==> src/rtl/sbs_pkg.sv <==
// sbs_pkg: shared types and constants for the burst sram input control block
// assumes a single clock domain and active-low async reset
package sbs_pkg;
  localparam int ADDR_W = 20;
  localparam int LANES = 4;
  localparam int SEED_W = 2;
  localparam logic [ADDR_W-1:0] ADDR_RST = 20'h00000;
  localparam logic [SEED_W-1:0] SEED_RST = 2'h0;
  localparam logic [SEED_W-1:0] SEED_ONE = 2'h1;
  localparam logic [LANES-1:0] LANES_NONE = 4'h0;
  localparam logic [LANES-1:0] LANES_ALL = 4'hf;

  // bus-side inputs sampled at each rising edge
  typedef struct packed {
    logic proc_addr_strobe_n;
    logic ctrl_addr_strobe_n;
    logic burst_advance_n;
    logic select_primary_n;
    logic select_depth_hi;
    logic select_depth_lo_n;
    logic byte_wr_en_n;
    logic all_bytes_wr_n;
    logic [LANES-1:0] byte_lane_sel_n;
    logic [ADDR_W-1:0] addr;
  } sbs_req_t;

  typedef enum logic [1:0] {
    SBS_IDLE = 2'b00,
    SBS_BURST = 2'b01
  } sbs_state_t;
endpackage

==> src/rtl/sbs_burst_ctr.sv <==
// sbs_burst_ctr: 2-bit burst counter producing the low address bits
// assumes load and step are computed by the parent in the same cycle
`timescale 1ns/100ps
`default_nettype none
module sbs_burst_ctr
  import sbs_pkg::*;
(
  input wire logic clk,
  input wire logic resetn,
  input wire logic load,
  input wire logic step,
  input wire logic linear,
  input wire logic [SEED_W-1:0] seed,
  output logic [SEED_W-1:0] low_bits
);
  logic [SEED_W-1:0] seed_q, seed_d;
  logic [SEED_W-1:0] cnt_q, cnt_d;
  logic [SEED_W-1:0] low_q, low_d;

  always_comb begin
    seed_d = seed_q;
    cnt_d = cnt_q;
    if (load) begin
      seed_d = seed;
      cnt_d = SEED_RST;
    end else if (step) begin
      cnt_d = cnt_q + SEED_ONE;
    end
  end

  always_ff @(posedge clk or negedge resetn) begin
    if (!resetn) begin
      seed_q <= SEED_RST;
      cnt_q <= SEED_RST;
      low_q <= SEED_RST;
    end else begin
      seed_q <= seed_d;
      cnt_q <= cnt_d;
      low_q <= low_d;
    end
  end

  // linear adds the step count, interleaved xors it into the seed;
  // worked out from the next values so the low address leaves a flop
  always_comb begin
    if (linear) begin
      low_d = seed_d + cnt_d;
    end else begin
      low_d = seed_d ^ cnt_d;
    end
  end

  assign low_bits = low_q;
endmodule
`default_nettype wire

==> src/rtl/sbs_input_ctrl.sv <==
// sbs_input_ctrl: synchronous address, select and write qualification
// assumes inputs synchronous to clk; burst_order strap static in operation
`timescale 1ns/100ps
`default_nettype none
module sbs_input_ctrl
  import sbs_pkg::*;
#(
  parameter bit BGA_VARIANT = 1'b0
) (
  input wire logic clk,
  input wire logic resetn,
  input wire sbs_req_t req,
  input wire logic burst_order,
  output logic [ADDR_W-1:0] mem_addr,
  output logic selected,
  output logic addr_loaded,
  output logic [LANES-1:0] lane_wr
);
  sbs_state_t state_q, state_d;
  logic [ADDR_W-1:SEED_W] upper_q, upper_d;
  logic sel_q, sel_d;
  logic load_q, load_d;
  logic [LANES-1:0] wr_q, wr_d;
  logic order_q, order_d;
  logic chip_on, proc_load, ctrl_load, load, step;
  logic [SEED_W-1:0] low_bits;

  function automatic logic enables_active(input sbs_req_t r, input bit bga);
    return !r.select_primary_n && r.select_depth_hi
      && (bga || !r.select_depth_lo_n);
  endfunction

  always_comb begin
    chip_on = enables_active(req, BGA_VARIANT);
    proc_load = !req.proc_addr_strobe_n && !req.select_primary_n;
    // processor strobe takes priority when both are low
    ctrl_load = !req.ctrl_addr_strobe_n && req.proc_addr_strobe_n;
    load = (proc_load || ctrl_load) && chip_on;
    step = !load && (state_q == SBS_BURST) && !req.burst_advance_n;
  end

  sbs_burst_ctr u_ctr (
    .clk(clk),
    .resetn(resetn),
    .load(load),
    .step(step),
    .linear(!order_q),
    .seed(req.addr[SEED_W-1:0]),
    .low_bits(low_bits)
  );

  always_comb begin
    state_d = state_q;
    upper_d = upper_q;
    sel_d = sel_q;
    load_d = load;
    wr_d = LANES_NONE;
    order_d = burst_order;
    case (state_q)
      SBS_IDLE, SBS_BURST: begin
        if (load) begin
          upper_d = req.addr[ADDR_W-1:SEED_W];
          sel_d = 1'b1;
          state_d = SBS_BURST;
        end
      end
      default: state_d = SBS_IDLE;
    endcase
    if (!req.all_bytes_wr_n) begin
      wr_d = LANES_ALL;
    end else if (!req.byte_wr_en_n) begin
      wr_d = ~req.byte_lane_sel_n;
    end
  end

  always_ff @(posedge clk or negedge resetn) begin
    if (!resetn) begin
      state_q <= SBS_IDLE;
      upper_q <= ADDR_RST[ADDR_W-1:SEED_W];
      sel_q <= 1'b0;
      load_q <= 1'b0;
      wr_q <= LANES_NONE;
      order_q <= 1'b1;
    end else begin
      state_q <= state_d;
      upper_q <= upper_d;
      sel_q <= sel_d;
      load_q <= load_d;
      wr_q <= wr_d;
      order_q <= order_d;
    end
  end

  // low bits come from counter flops; the concatenation is a pure wiring of flops
  assign mem_addr = {upper_q, low_bits};
  assign selected = sel_q;
  assign addr_loaded = load_q;
  assign lane_wr = wr_q;
endmodule
`default_nettype wire

==> config.mk <==
export PLATFORM = sky130hd
export DESIGN_NAME = sbs_input_ctrl
export DESIGN_NICKNAME = d
export VERILOG_FILES = /design/src/rtl/sbs_pkg.sv /design/src/rtl/sbs_burst_ctr.sv /design/src/rtl/sbs_input_ctrl.sv
export SDC_FILE = /design/constraint.sdc
export NUM_CORES = 1
export LEC_CHECK = 0
export ABC_CLOCK_PERIOD_IN_PS = 1700
export BUFFER_PORTS_ARGS = -buffer_cell sky130_fd_sc_hd__buf_4
export CAP_MARGIN = 20
export CELL_PAD_IN_SITES_DETAIL_PLACEMENT = 1
export CELL_PAD_IN_SITES_GLOBAL_PLACEMENT = 1
export CORE_AREA = 2 2 65 67
export CTS_CLUSTER_SIZE = 40
export DETAILED_ROUTE_END_ITERATION = 10
export DIE_AREA = 0 0 67 69
export GPL_TIMING_DRIVEN = 1
export PLACE_DENSITY_LB_ADDON = 0.1
export SYNTH_ARGS = -nofsm -noshare
export SYNTH_HDL_FRONTEND = slang
export SYNTH_SLANG_ARGS = --single-unit
export TNS_END_PERCENT = 5
==> constraint.sdc <==
create_clock -name clk -period 1.7 [get_ports clk]
set_input_delay 0.51 -clock clk [delete_from_list [all_inputs] [get_ports clk]]
set_output_delay 0.51 -clock clk [all_outputs]
set_load 0.005 [all_outputs]
==> out/metrics.csv, run 1 <==
stage;metric;value;unit
outcome;status;complete, no violations;
die;initial core utilization;29.8;%
die;IO Count;61;
critical_path;CP Class;reg2reg;
die;Rows;23;
cts;Clock Path Buffers;2;
cts;Clk pin slew, worst setup/hold paths;0.06;ns
final_layout;Post-Layout Cell Count;234;
route;DRT antenna net count;0;
final_layout;diode count;0;
route;drt wl/cell;12.1;um
pwr;Max VDD drop;0.000595;V
timing;final worst path period share;81.3;%
route;Initial DRT Pass Iterations;2;
job;max_cap viols;0;
synthesis;FF+latch count, synth;31;
route;Routed Wire Length;2.83;mm
synthesis;YS warnings;0;
synthesis;syn nets;153;
synthesis;Gate Count Post-Synth;117;
pwr;Flop pwr share;47.2;%
synthesis;Yosys top cell area share;64.4;%
pwr;clock share of power;28.6;%
final_layout;NumNets Final;219;
route;Avg Vias per Cell;4.25;
critical_path;CP max-delay cell;dfrtp_1;
global_route;initial antenna violation count;0;
pwr;Switching Fraction;26.4;%
cts;CTS resizes;0;
synthesis;number of synthesized flops with an enable pin;0;
cts;postcts setup bufs;0;
final_layout;share of cells above drive strength 1;39.7;%
synthesis;dominant cell type by area after synthesis;dfrtp_1;
pwr;combinational share of power;24.2;%
die;DIE WIDTH;67;um
timing;minimum clock period;1.38;ns
placement;placed insts;226;
critical_path;worst-path maximum fanout;4;
cts;worst skew pair latency;0.28;ns
pwr;switching power;537;uW
synthesis;Avg Cell Area, Syn;9.96;sq um
timing;Setup Skew;0.00592;ns
synthesis;Synth area leaders;dfrtp_1 64%, nand2_1 20%, dfstp_2 2.3%;
timing;final setup vio count;0;
synthesis;Post-Syn Area;0.00116;sq mm
die;core footprint;0.00391;sq mm
global_route;Total GRT Usage;13.9;%
timing;fin. max-slew vios;0;
final_layout;Filler cells;450;
die;die footprint;0.00462;sq mm
pwr;Pwr per Cell Area;1150;mW/mm^2
timing;worst rel slew slack;73.9;%
critical_path;CP startpoint kind;flop;
critical_path;Critical Path End Type;flop;
min_path;Hold Crit Class;in2async;
placement;I/O Buffers;60;
synthesis;Yosys cell types;16;
timing;fmax;0.723;GHz
cts;cts hold-fix bufs;0;
timing;Final TNS setup;0;ns
global_route;first-pass GRT wire length;4.77;mm
critical_path;Worst Path Arrival;1.59;ns
pwr;static leakage;0.967;nW
critical_path;CP cell instances;nor2b_1, xnor2_1, nor2_1, ha_1, nor2b_1, xnor2_1;
route;Starting DRT DRC Count;16;
placement;Post-Place Cell Area;0.00169;sq mm
placement;dpl hpwl;2.20;mm
die;chip height;69;um
timing;RSZ-0062 raised after global routing;no;
global_route;largest net degree at the start of global routing;32;
pwr;overall power;2.04;mW
final_layout;Layout area overhead;52.6;%
timing;Hold Vio Cnt, Final;0;
cts;CTS tree;built;
cts;H-tree depth;2;
global_route;vias in the first global route;1012;
synthesis;sequential area share after synthesis;66.7;%
route;total number of vias;995;
pwr;Power Internal;1.50;mW
timing;Slew @ Worst Pin;0.392;ns
route;DRC viols;0;
placement;GP Congestion;0.730;
cts;Inserted Clock Buffers;5;
cts;clk root buf;clkbuf_8;
synthesis;Top FF cell, synth;dfrtp_1;
global_route;total grt overflow;0;
critical_path;data required time of the critical path;1.91;ns
critical_path;CP max stage delay;0.41;ns
final_layout;final instance area;0.00178;sq mm
cts;clock sinks;31;
synthesis;Synth async-reset ratio;100;%
final cells by class:
cell class	instances	area [sq um]	area share (%)
Timing Repair Buffer	64	480	27.0
Clock inverter	1	5.00	0.281
Clock buffer	7	86.3	4.86
Tap cell	50	62.6	3.52
Sequential cell	31	777	43.7
Inverter	1	3.75	0.211
Multi-Input combinational cell	80	363	20.4
cell usage in the layout, fill, tap and decap left out:
master,netlist,routed
clkinv_2,0,1
clkbuf_1,3,1
nand2b_1,1,1
nand2_1,61,61
xor2_1,2,2
xnor2_1,3,3
nor2_1,3,3
buf_4,0,64
ha_1,1,1
nand3b_1,1,1
nand3_2,1,1
inv_1,1,1
clkbuf_8,0,6
o21ai_0,4,4
dfstp_2,1,1
mux2i_1,1,1
dfrtp_1,30,30
nor2b_1,2,2
critical path: cells and delay by family (launching register included):
| kind | cells | cell delay [ns] |
|---|---|---|
| DFF | 1 | 0.41 |
| xor gates and xnor gates | 2 | 0.25 |
| adders and majority gates | 1 | 0.17 |
| and+or+nand+nor | 3 | 0.47 |
flip-flops by register name, summed over array words and instances (netlist names):
name / flops
addr_loaded: 1
lane_wr: 4
order_q: 1
selected: 1
u_ctr.cnt_q: 2
u_ctr.low_bits: 2
u_ctr.seed_q: 2
upper_q: 18
per-stage QoR:
| step | setup WS, ns | utilization, % | hold slack [ns] |
|---|---|---|---|
| floorplan | 0.0510 | - | 0.214 |
| global placement | 0.126 | 43.1 | 0.460 |
| detailed placement | 0.0144 | 43.1 | 0.463 |
| CTS | 0.302 | 45.4 | 0.164 |
| global route | 0.138 | 45.4 | 0.170 |
| finish | 0.317 | 45.4 | 0.156 |
cells in the mapped netlist, types with 2 or more instances:
cell / n
nand2_1: 61
dfrtp_1: 30
o21ai_0: 4
clkbuf_1: 3
nor2_1: 3
xnor2_1: 3
buf_2: 2
nor2b_1: 2
xor2_1: 2
logic make-up after synthesis:
| family | synth area share (%) |
|---|---|
| flip-flops | 66.7 |
| multiplexers | 0.859 |
| AND/OR/NAND/NOR | 23.7 |
| buffers and inverters | 2.15 |
| XOR/XNOR | 3.76 |
| AO/OA/AOI/OAI | 1.72 |
| adder cells (fa/ha/maj) | 1.07 |
layer usage:
metal / track usage [%] / routed length (um) / vias to the layer above
met5: 0 / 0 / -
met4: 5.44 / 46 / 0
met3: 6.20 / 204 / 6
met2: 22.2 / 1440 / 35
met1: 16.0 / 1140 / 467
li1: - / - / 487
power by group through the flow:
stage | Combinational, mW | Sequential (mW) | Clock [mW]
after global placement | 0.484 | 0.968 | 0
after CTS | 0.507 | 0.962 | 0.614
after floorplan | 0.205 | 0.975 | 0
final | 0.493 | 0.961 | 0.583
after detailed placement | 0.505 | 0.974 | 0
after global routing | 0.556 | 0.977 | 0.654
worst paths after layout:
path / start / end / slack, ns / cells past startpoint
worst min register to register: upper_q[17]$_DFFE_PN0N_ / upper_q[17]$_DFFE_PN0N_ / 0.47 / 2
worst max-delay path: selected$_DFFE_PN0N_ / u_ctr.low_bits[1]$_DFF_PN0_ / 0.32 / 6
min in group clk: burst_order / order_q$_DFF_PN1_ / 0.33 / 1
max in group asynchronous: resetn / order_q$_DFF_PN1_ / 1.23 / 1
worst min-delay path: resetn / addr_loaded$_DFF_PN0_ / 0.16 / 1
worst max register to register: selected$_DFFE_PN0N_ / u_ctr.low_bits[1]$_DFF_PN0_ / 0.32 / 6
(Power assumes the default switching activity.)
==> run 2: changes to the inputs <==
--- a/config.mk
+++ b/config.mk
@@ -5,15 +5,16 @@
 export SDC_FILE = /design/constraint.sdc
 export NUM_CORES = 1
 export LEC_CHECK = 0
-export ABC_CLOCK_PERIOD_IN_PS = 1700
+export ABC_AREA = 1
+export ABC_CLOCK_PERIOD_IN_PS = 1300
 export BUFFER_PORTS_ARGS = -buffer_cell sky130_fd_sc_hd__buf_4
 export CAP_MARGIN = 20
 export CELL_PAD_IN_SITES_DETAIL_PLACEMENT = 1
 export CELL_PAD_IN_SITES_GLOBAL_PLACEMENT = 1
-export CORE_AREA = 2 2 65 67
+export CORE_AREA = 2 2 66 68
 export CTS_CLUSTER_SIZE = 40
 export DETAILED_ROUTE_END_ITERATION = 10
-export DIE_AREA = 0 0 67 69
+export DIE_AREA = 0 0 68 70
 export GPL_TIMING_DRIVEN = 1
 export PLACE_DENSITY_LB_ADDON = 0.1
 export SYNTH_ARGS = -nofsm -noshare
==> constraint.sdc (replaced) <==
create_clock -name clk -period 1.3 [get_ports clk]
set_input_delay 0.39 -clock clk [delete_from_list [all_inputs] [get_ports clk]]
set_output_delay 0.39 -clock clk [all_outputs]
set_load 0.005 [all_outputs]
==> run 2 against run 1 <==
Compared with the run above:
- the flow now finishes with violations (setup timing)
- non-clock buffer count grew 7
- critical path depth rose by 2
- die area is 3.0% higher
- largest cell class unchanged
- register-to-register slack got worse by 0.41 ns
- core utilization is 1.7 points higher
- synthesized area is 6.6% higher
- clock power increased by 67%
- count of clock-buffer cells in the layout decreased by 1
- combinational power rose by 43%
- critical path type unchanged
- sequential power grew 29%
- synthesized cell count increased by 11%
==> out/metrics.csv, run 2 <==
stage;metric;value;unit;change
synthesis;Avg Cell Area, Syn;9.55;sq um;-4.1%
final_layout;diode count;0;;unchanged
route;Starting DRT DRC Count;26;;+10
synthesis;syn nets;166;;+8.5%
synthesis;Synth top cells by count;65 x nand2_1, 30 x dfrtp_1, 8 x inv_1;;
placement;Post-Place Cell Area;0.00177;sq mm;+4.9%
route;Routed Wire Length;3.23;mm;+14%
pwr;overall power;2.92;mW;+43%
pwr;Power Internal;2.17;mW;+45%
final_layout;register area;777;sq um;unchanged
timing;Hold Vio Cnt, Final;0;;unchanged
min_path;Hold Crit Class;in2async;;
placement;placed insts;244;;+8.0%
global_route;Total GRT Usage;15.5;%;+1.6 points
die;core footprint;0.00414;sq mm;+5.9%
final_layout;commonest non-fill, non-tap cells in the layout;71 x buf_4, 65 x nand2_1, 30 x dfrtp_1;;
critical_path;r2r setup slk;-0.1;ns;-0.41 ns
global_route;total grt overflow;0;;unchanged
timing;RSZ-0062 raised after global routing;yes;;
die;Rows;24;;+4.3%
final_layout;multi-input gate area in the final layout;419;sq um;+16%
pwr;Switching Fraction;25.6;%;-0.72 points
die;chip height;70;um;+1.4%
final_layout;Layout area overhead;57.3;%;
pwr;Pwr per Cell Area;1500;mW/mm^2;+31%
timing;final setup vio count;2;;+2
final_layout;share of cells above drive strength 1;46.1;%;+6.4 points
final_layout;Filler cells;486;;+8.0%
timing;final worst path period share;107;%;+26 points
route;Initial DRT Pass Iterations;4;;+2
cts;clock sinks;31;;unchanged
die;initial core utilization;30.0;%;+0.19 points
synthesis;Yosys top cell area share;60.5;%;-4.0 points
pwr;Max VDD drop;0.000768;V;+29%
final_layout;number of flip-flops in the largest register;18;;unchanged
route;drt wl/cell;12.6;um;+4.2%
synthesis;dominant cell type by area after synthesis;dfrtp_1;;
critical_path;CP Class;reg2reg;;
synthesis;count leader, synth;nand2_1;;
route;DRC viols;0;;unchanged
outcome;status;finished, violations left;;
timing;worst rel slew slack;73.3;%;-0.62 points
timing;fmax;0.716;GHz;-0.96%
critical_path;Top delay family on crit path;simple AND/OR/NAND/NOR gates;;
outcome;failing checks;setup timing;;
critical_path;worst-path maximum fanout;3;;-1
cts;worst skew pair latency;0.28;ns;about the same
synthesis;sequential area share after synthesis;62.6;%;-4.1 points
critical_path;CP cell instances;nand3_2, nor3b_4, ha_2, inv_2, nor2_4, nand3_1, nand3_1, nand2_1;;
pwr;switching power;749;uW;+39%
route;Avg Vias per Cell;4.42;;+4.0%
global_route;vias in the first global route;1270;;+25%
final_layout;NumNets Final;239;;+9.1%
final_layout;Reg with most FFs;upper_q;;
cts;cts hold-fix bufs;0;;unchanged
synthesis;YS warnings;0;;unchanged
global_route;initial antenna violation count;0;;unchanged
final_layout;Core Util, Final;47.1;%;+1.7 points
timing;Slew @ Worst Pin;0.401;ns;+0.00931 ns
synthesis;Synth area leaders;dfrtp_1 60%, nand2_1 20%, nand3_4 2.8%;;
timing;post-layout worst setup margin;-0.0961;ns;-0.413 ns
critical_path;CP startpoint kind;flop;;
critical_path;Critical Path End Type;flop;;
cts;clk root buf;clkbuf_8;;
route;DRT antenna net count;0;;unchanged
global_route;largest net degree at the start of global routing;32;;unchanged
timing;worst hold margin;0.0291;ns;-0.127 ns
synthesis;number of synthesized flops with an enable pin;0;;unchanged
die;IO Count;61;;unchanged
final_layout;final instance area;0.00195;sq mm;+9.8%
synthesis;Yosys cell types;18;;+2
final_layout;most common cell after layout, fill and taps aside;buf_4;;
placement;GP Congestion;0.718;;-1.7%
critical_path;cell repeated most along the worst path;nand3_1;;
route;total number of vias;1132;;+14%
placement;dpl hpwl;2.37;mm;+7.9%
timing;fin. max-slew vios;0;;unchanged
synthesis;Top FF cell, synth;dfrtp_1;;
cts;Inserted Clock Buffers;5;;unchanged
synthesis;FF+latch count, synth;31;;unchanged
global_route;first-pass GRT wire length;5.44;mm;+14%
pwr;clock share of power;33.4;%;+4.8 points
critical_path;CP max stage delay;0.41;ns;about the same
cts;Clk pin slew, worst setup/hold paths;0.07;ns;about the same
synthesis;Post-Syn Area;0.00124;sq mm;+6.6%
critical_path;CP max-delay cell;dfrtp_1;;
pwr;static leakage;1.06;nW;+9.8%
pwr;combinational share of power;24.1;%;about the same
timing;minimum clock period;1.40;ns;+0.0135 ns
job;max_cap viols;0;;unchanged
cts;Clock Path Buffers;2;;unchanged
die;die footprint;0.00476;sq mm;+3.0%
placement;I/O Buffers;60;;unchanged
cts;CTS tree;built;;
critical_path;CP bufs+invs;1;;+1
die;DIE WIDTH;68;um;+1.5%
pwr;Flop pwr share;42.6;%;-4.6 points
critical_path;data required time of the critical path;1.47;ns;-0.44 ns
critical_path;Worst Path Arrival;1.57;ns;-0.02 ns
cts;H-tree depth;2;;unchanged
final_layout;Post-Layout Cell Count;256;;+9.4%
timing;Setup Skew;0.00239;ns;-0.00353 ns
synthesis;Synth async-reset ratio;100;%;unchanged
synthesis;Gate Count Post-Synth;130;;+11%
==> run 2: cell families (layout without fill, tap and decap cells) <==
group | count (synthesis) | in the layout | share of synthesized area, %
AO/OA/AOI/OAI | 5 | 5 | 2.02
adder cells (fa/ha/maj) | 1 | 1 | 1.01
buffers and inverters | 15 | 89 | 6.45
flip-flops | 31 | 31 | 62.6
AND/OR/NAND/NOR | 78 | 78 | 27.9
==> run 2: cell type report <==
type	count	area share, %
inverter	10	2.05
tap	52	3.33
clock inverter	2	1.79
sequential	31	39.8
clock buffer	6	4.23
multi-input combinational	84	21.5
timing repair buffer	71	27.3
==> run 2: power groups by stage <==
stage          Combinational (mW)  Clock [mW]  Sequential, mW
4_1_cts                     0.718        1.02            1.24
3_5_place_dp                0.656           0            1.25
6_report                    0.703       0.974            1.24
2_1_floorplan               0.255           0            1.26
3_3_place_gp                0.630           0            1.25
5_1_grt                     0.796        1.05            1.26
==> run 2: worst paths after layout <==
check | depth (start not counted) | startpoint | end
setup / recovery | 8 | selected$_DFFE_PN0N_ | u_ctr.low_bits[1]$_DFF_PN0_
hold / removal | 1 | resetn | upper_q[16]$_DFFE_PN0N_
setup reg to reg | 8 | selected$_DFFE_PN0N_ | u_ctr.low_bits[1]$_DFF_PN0_
hold reg to reg | 2 | upper_q[10]$_DFFE_PN0N_ | upper_q[10]$_DFFE_PN0N_
max in group asynchronous | 1 | resetn | order_q$_DFF_PN1_
min in group clk | 1 | burst_order | order_q$_DFF_PN1_
==> run 2: repair_timing <==
action,in CTS,in global routing
setup endpoints to repair,2,2
resized for setup,7,3
cloned,0,0
buffers inserted,4,0
pin swaps,5,5
==> run 2: per-layer routing <==
layer / global-route usage [%] / wire length (um) / up-vias / part of all wire (%)
met2: 26.6 / 1700 / 43 / 53
li1: - / - / 544 / -
met5: 0 / 0 / - / 0
met1: 16.5 / 1220 / 540 / 38
met4: 7.33 / 34 / 0 / 1.1
met3: 4.99 / 267 / 5 / 8.3
==> run 2: metrics by stage <==
| step | setup TNS (ns) | setup WS, ns |
|---|---|---|
| after global placement | -1.34 | -0.385 |
| after global routing | -0.328 | -0.224 |
| after detailed placement | -2.04 | -0.528 |
| final | -0.160 | -0.0961 |
| after CTS | -0.233 | -0.143 |
| after floorplan | -0.382 | -0.288 |
==> run 2: worst register-to-register path, delay by kind of cell (launching register included) <==
family	cells	cell delay, ns
simple gates	6	0.65
buf+inv	1	0.04
fa+ha+maj	1	0.20
flops	1	0.41
==> run 3: changes to the inputs <==
--- a/config.mk
+++ b/config.mk
@@ -12,11 +12,14 @@
 export CELL_PAD_IN_SITES_DETAIL_PLACEMENT = 1
 export CELL_PAD_IN_SITES_GLOBAL_PLACEMENT = 1
 export CORE_AREA = 2 2 66 68
+export CTS_CLUSTER_DIAMETER = 30
 export CTS_CLUSTER_SIZE = 40
 export DETAILED_ROUTE_END_ITERATION = 10
 export DIE_AREA = 0 0 68 70
 export GPL_TIMING_DRIVEN = 1
 export PLACE_DENSITY_LB_ADDON = 0.1
+export SETUP_SLACK_MARGIN = 0.2
+export SKIP_CTS_REPAIR_TIMING = 1
 export SYNTH_ARGS = -nofsm -noshare
 export SYNTH_HDL_FRONTEND = slang
 export SYNTH_SLANG_ARGS = --single-unit
==> run 3 against run 2 <==
Compared with the run above:
- the flow still finishes with violations (setup timing)
- power is 3.5% higher
- clock skew is 0.0011 ns higher
- via count hardly changed
- global-route usage is 0.46 points lower
- flip-flop and latch count stayed put
- core utilization is 2.1 points higher
- critical endpoint unchanged
==> out/metrics.csv, run 3 (same netlist as run 2, synthesis figures left out) <==
stage;metric;value;unit;change
outcome;status;finished, violations left;;
outcome;failing checks;setup timing;;
die;Rows;24;;unchanged
cts;clock sinks;31;;unchanged
critical_path;Critical Path End Type;flop;;
timing;RSZ-0062 raised after global routing;yes;;
final_layout;most common cell after layout, fill and taps aside;nand2_1;;
critical_path;CP max stage delay;0.42;ns;about the same
die;core footprint;0.00414;sq mm;unchanged
final_layout;share of cells above drive strength 1;46.0;%;about the same
die;chip height;70;um;unchanged
timing;final setup vio count;2;;unchanged
route;Starting DRT DRC Count;23;;-12%
global_route;GRT Max-Usage Layer;met2;;
final_layout;commonest non-fill, non-tap cells in the layout;64 x nand2_1, 43 x buf_4, 30 x dfrtp_1;;
cts;clk root buf;clkbuf_8;;
cts;Clk pin slew, worst setup/hold paths;0.06;ns;about the same
global_route;initial antenna violation count;0;;unchanged
timing;minimum clock period;1.43;ns;+0.0372 ns
cts;H-tree depth;2;;unchanged
critical_path;CP bufs+invs;2;;+1
route;Avg Vias per Cell;4.46;;+0.88%
final_layout;number of flip-flops in the largest register;18;;unchanged
final_layout;Layout area overhead;64.1;%;
final_layout;Reg with most FFs;upper_q;;
final_layout;final instance area;0.00204;sq mm;+4.4%
global_route;met2 usage;25.5;%;-1.2 points
critical_path;CP cell instances;nand3_2, nor3b_4, ha_2, inv_2, nor2_4, inv_2, nand3_2, nand2_1, nand2_1, nand2_1;;
final_layout;Post-Layout Cell Count;254;;-0.78%
route;Routed Wire Length;3.24;mm;+0.28%
critical_path;Worst Path Arrival;1.60;ns;+0.03 ns
die;IO Count;61;;unchanged
timing;worst rel slew slack;73.4;%;+0.12 points
global_route;largest net degree at the start of global routing;32;;unchanged
global_route;Total GRT Usage;15.0;%;-0.46 points
cts;CTS tree;built;;
cts;Clock Path Buffers;2;;unchanged
die;die footprint;0.00476;sq mm;unchanged
timing;final worst path period share;110;%;+2.9 points
global_route;GRT met1 Usage;16.2;%;-0.31 points
placement;Placement Setup Slack;-0.528;ns;unchanged
critical_path;CP startpoint kind;flop;;
critical_path;worst-path maximum fanout;3;;unchanged
final_layout;NumNets Final;237;;-0.84%
route;total number of vias;1133;;+0.088%
route;DRT antenna net count;0;;unchanged
global_route;first-pass GRT wire length;5.27;mm;-3.1%
critical_path;cell repeated most along the worst path;nand2_1;;
critical_path;CP Class;reg2reg;;
min_path;Hold Crit Class;in2async;;
critical_path;CP max-delay cell;dfrtp_1;;
die;initial core utilization;30.0;%;unchanged
timing;fmax;0.698;GHz;-2.6%
cts;Inserted Clock Buffers;5;;unchanged
final_layout;Core Util, Final;49.2;%;+2.1 points
timing;Setup Skew;0.00353;ns;+0.00115 ns
placement;I/O Buffers;60;;unchanged
final_layout;diode count;0;;unchanged
route;drt wl/cell;12.7;um;+1.1%
cts;worst skew pair latency;0.28;ns;about the same
route;Initial DRT Pass Iterations;4;;unchanged
timing;Hold Vio Cnt, Final;0;;unchanged
pwr;Max VDD drop;0.000775;V;+0.87%
global_route;vias in the first global route;1244;;-2.0%
die;DIE WIDTH;68;um;unchanged
timing;Final TNS setup;-0.210;ns;-0.0498 ns
timing;worst hold margin;0.0309;ns;+0.00171 ns
timing;fin. max-slew vios;0;;unchanged
placement;placed insts;244;;unchanged
critical_path;data required time of the critical path;1.47;ns;about the same
pwr;overall power;3.02;mW;+3.5%
job;max_cap viols;0;;unchanged
placement;Post-Place Cell Area;0.00177;sq mm;unchanged
global_route;total grt overflow;0;;unchanged
timing;Slew @ Worst Pin;0.399;ns;-0.00181 ns
timing;post-layout worst setup margin;-0.133;ns;-0.0372 ns
placement;dpl hpwl;2.37;mm;unchanged
pwr;Pwr per Cell Area;1480;mW/mm^2;-0.83%
placement;GP Congestion;0.718;;unchanged
global_route;GR Util met3;4.99;%;unchanged
critical_path;Top delay family on crit path;simple AND/OR/NAND/NOR gates;;
pwr;static leakage;1.08;nW;+1.9%
route;DRC viols;0;;unchanged
run 3: final cells by class:
cell class              instances  area, sq um
flip-flops and latches         31          777
inverters                      10         40.0
multi-input cells              84          422
fillers                       471         2110
clock inverters                 2         35.0
clock buffers                   6         82.6
well taps                      52         65.1
repair buffers                 69          616
run 3: path summary, 6_finish.rpt:
check	endpoint	from	cells after the start	slack [ns]
worst max-delay path	u_ctr.low_bits[1]$_DFF_PN0_	u_ctr.cnt_q[0]$_DFF_PN0_	10	-0.13
worst min-delay path	u_ctr.seed_q[1]$_DFF_PN0_	resetn	1	0.03
worst max register to register	u_ctr.low_bits[1]$_DFF_PN0_	u_ctr.cnt_q[0]$_DFF_PN0_	10	-0.13
worst min register to register	upper_q[10]$_DFFE_PN0N_	upper_q[10]$_DFFE_PN0N_	2	0.50
max in group asynchronous	order_q$_DFF_PN1_	resetn	1	0.94
min in group clk	order_q$_DFF_PN1_	burst_order	1	0.21
run 3: metal layers:
layer	share of wire, %	vias up	wire length [um]
met5	0	-	0
met4	1.1	0	34
met3	8.2	5	265
met2	53	43	1700
met1	38	546	1230
li1	-	539	-
run 3: report_power, final:
part / leakage, nW / switching (mW) / internal (mW)
combinational: 0.647 / 0.296 / 0.479
clock: 0.0612 / 0.355 / 0.619
sequential: 0.374 / 0.125 / 1.15
run 3: worst register-to-register path: stages, from the launching register on:
cell	delay (ns)
dfrtp_1	0.42
nand3_2	0.10
nor3b_4	0.20
ha_2	0.20
inv_2	0.04
nor2_4	0.10
inv_2	0.04
nand3_2	0.07
nand2_1	0.05
nand2_1	0.06
nand2_1	0.04
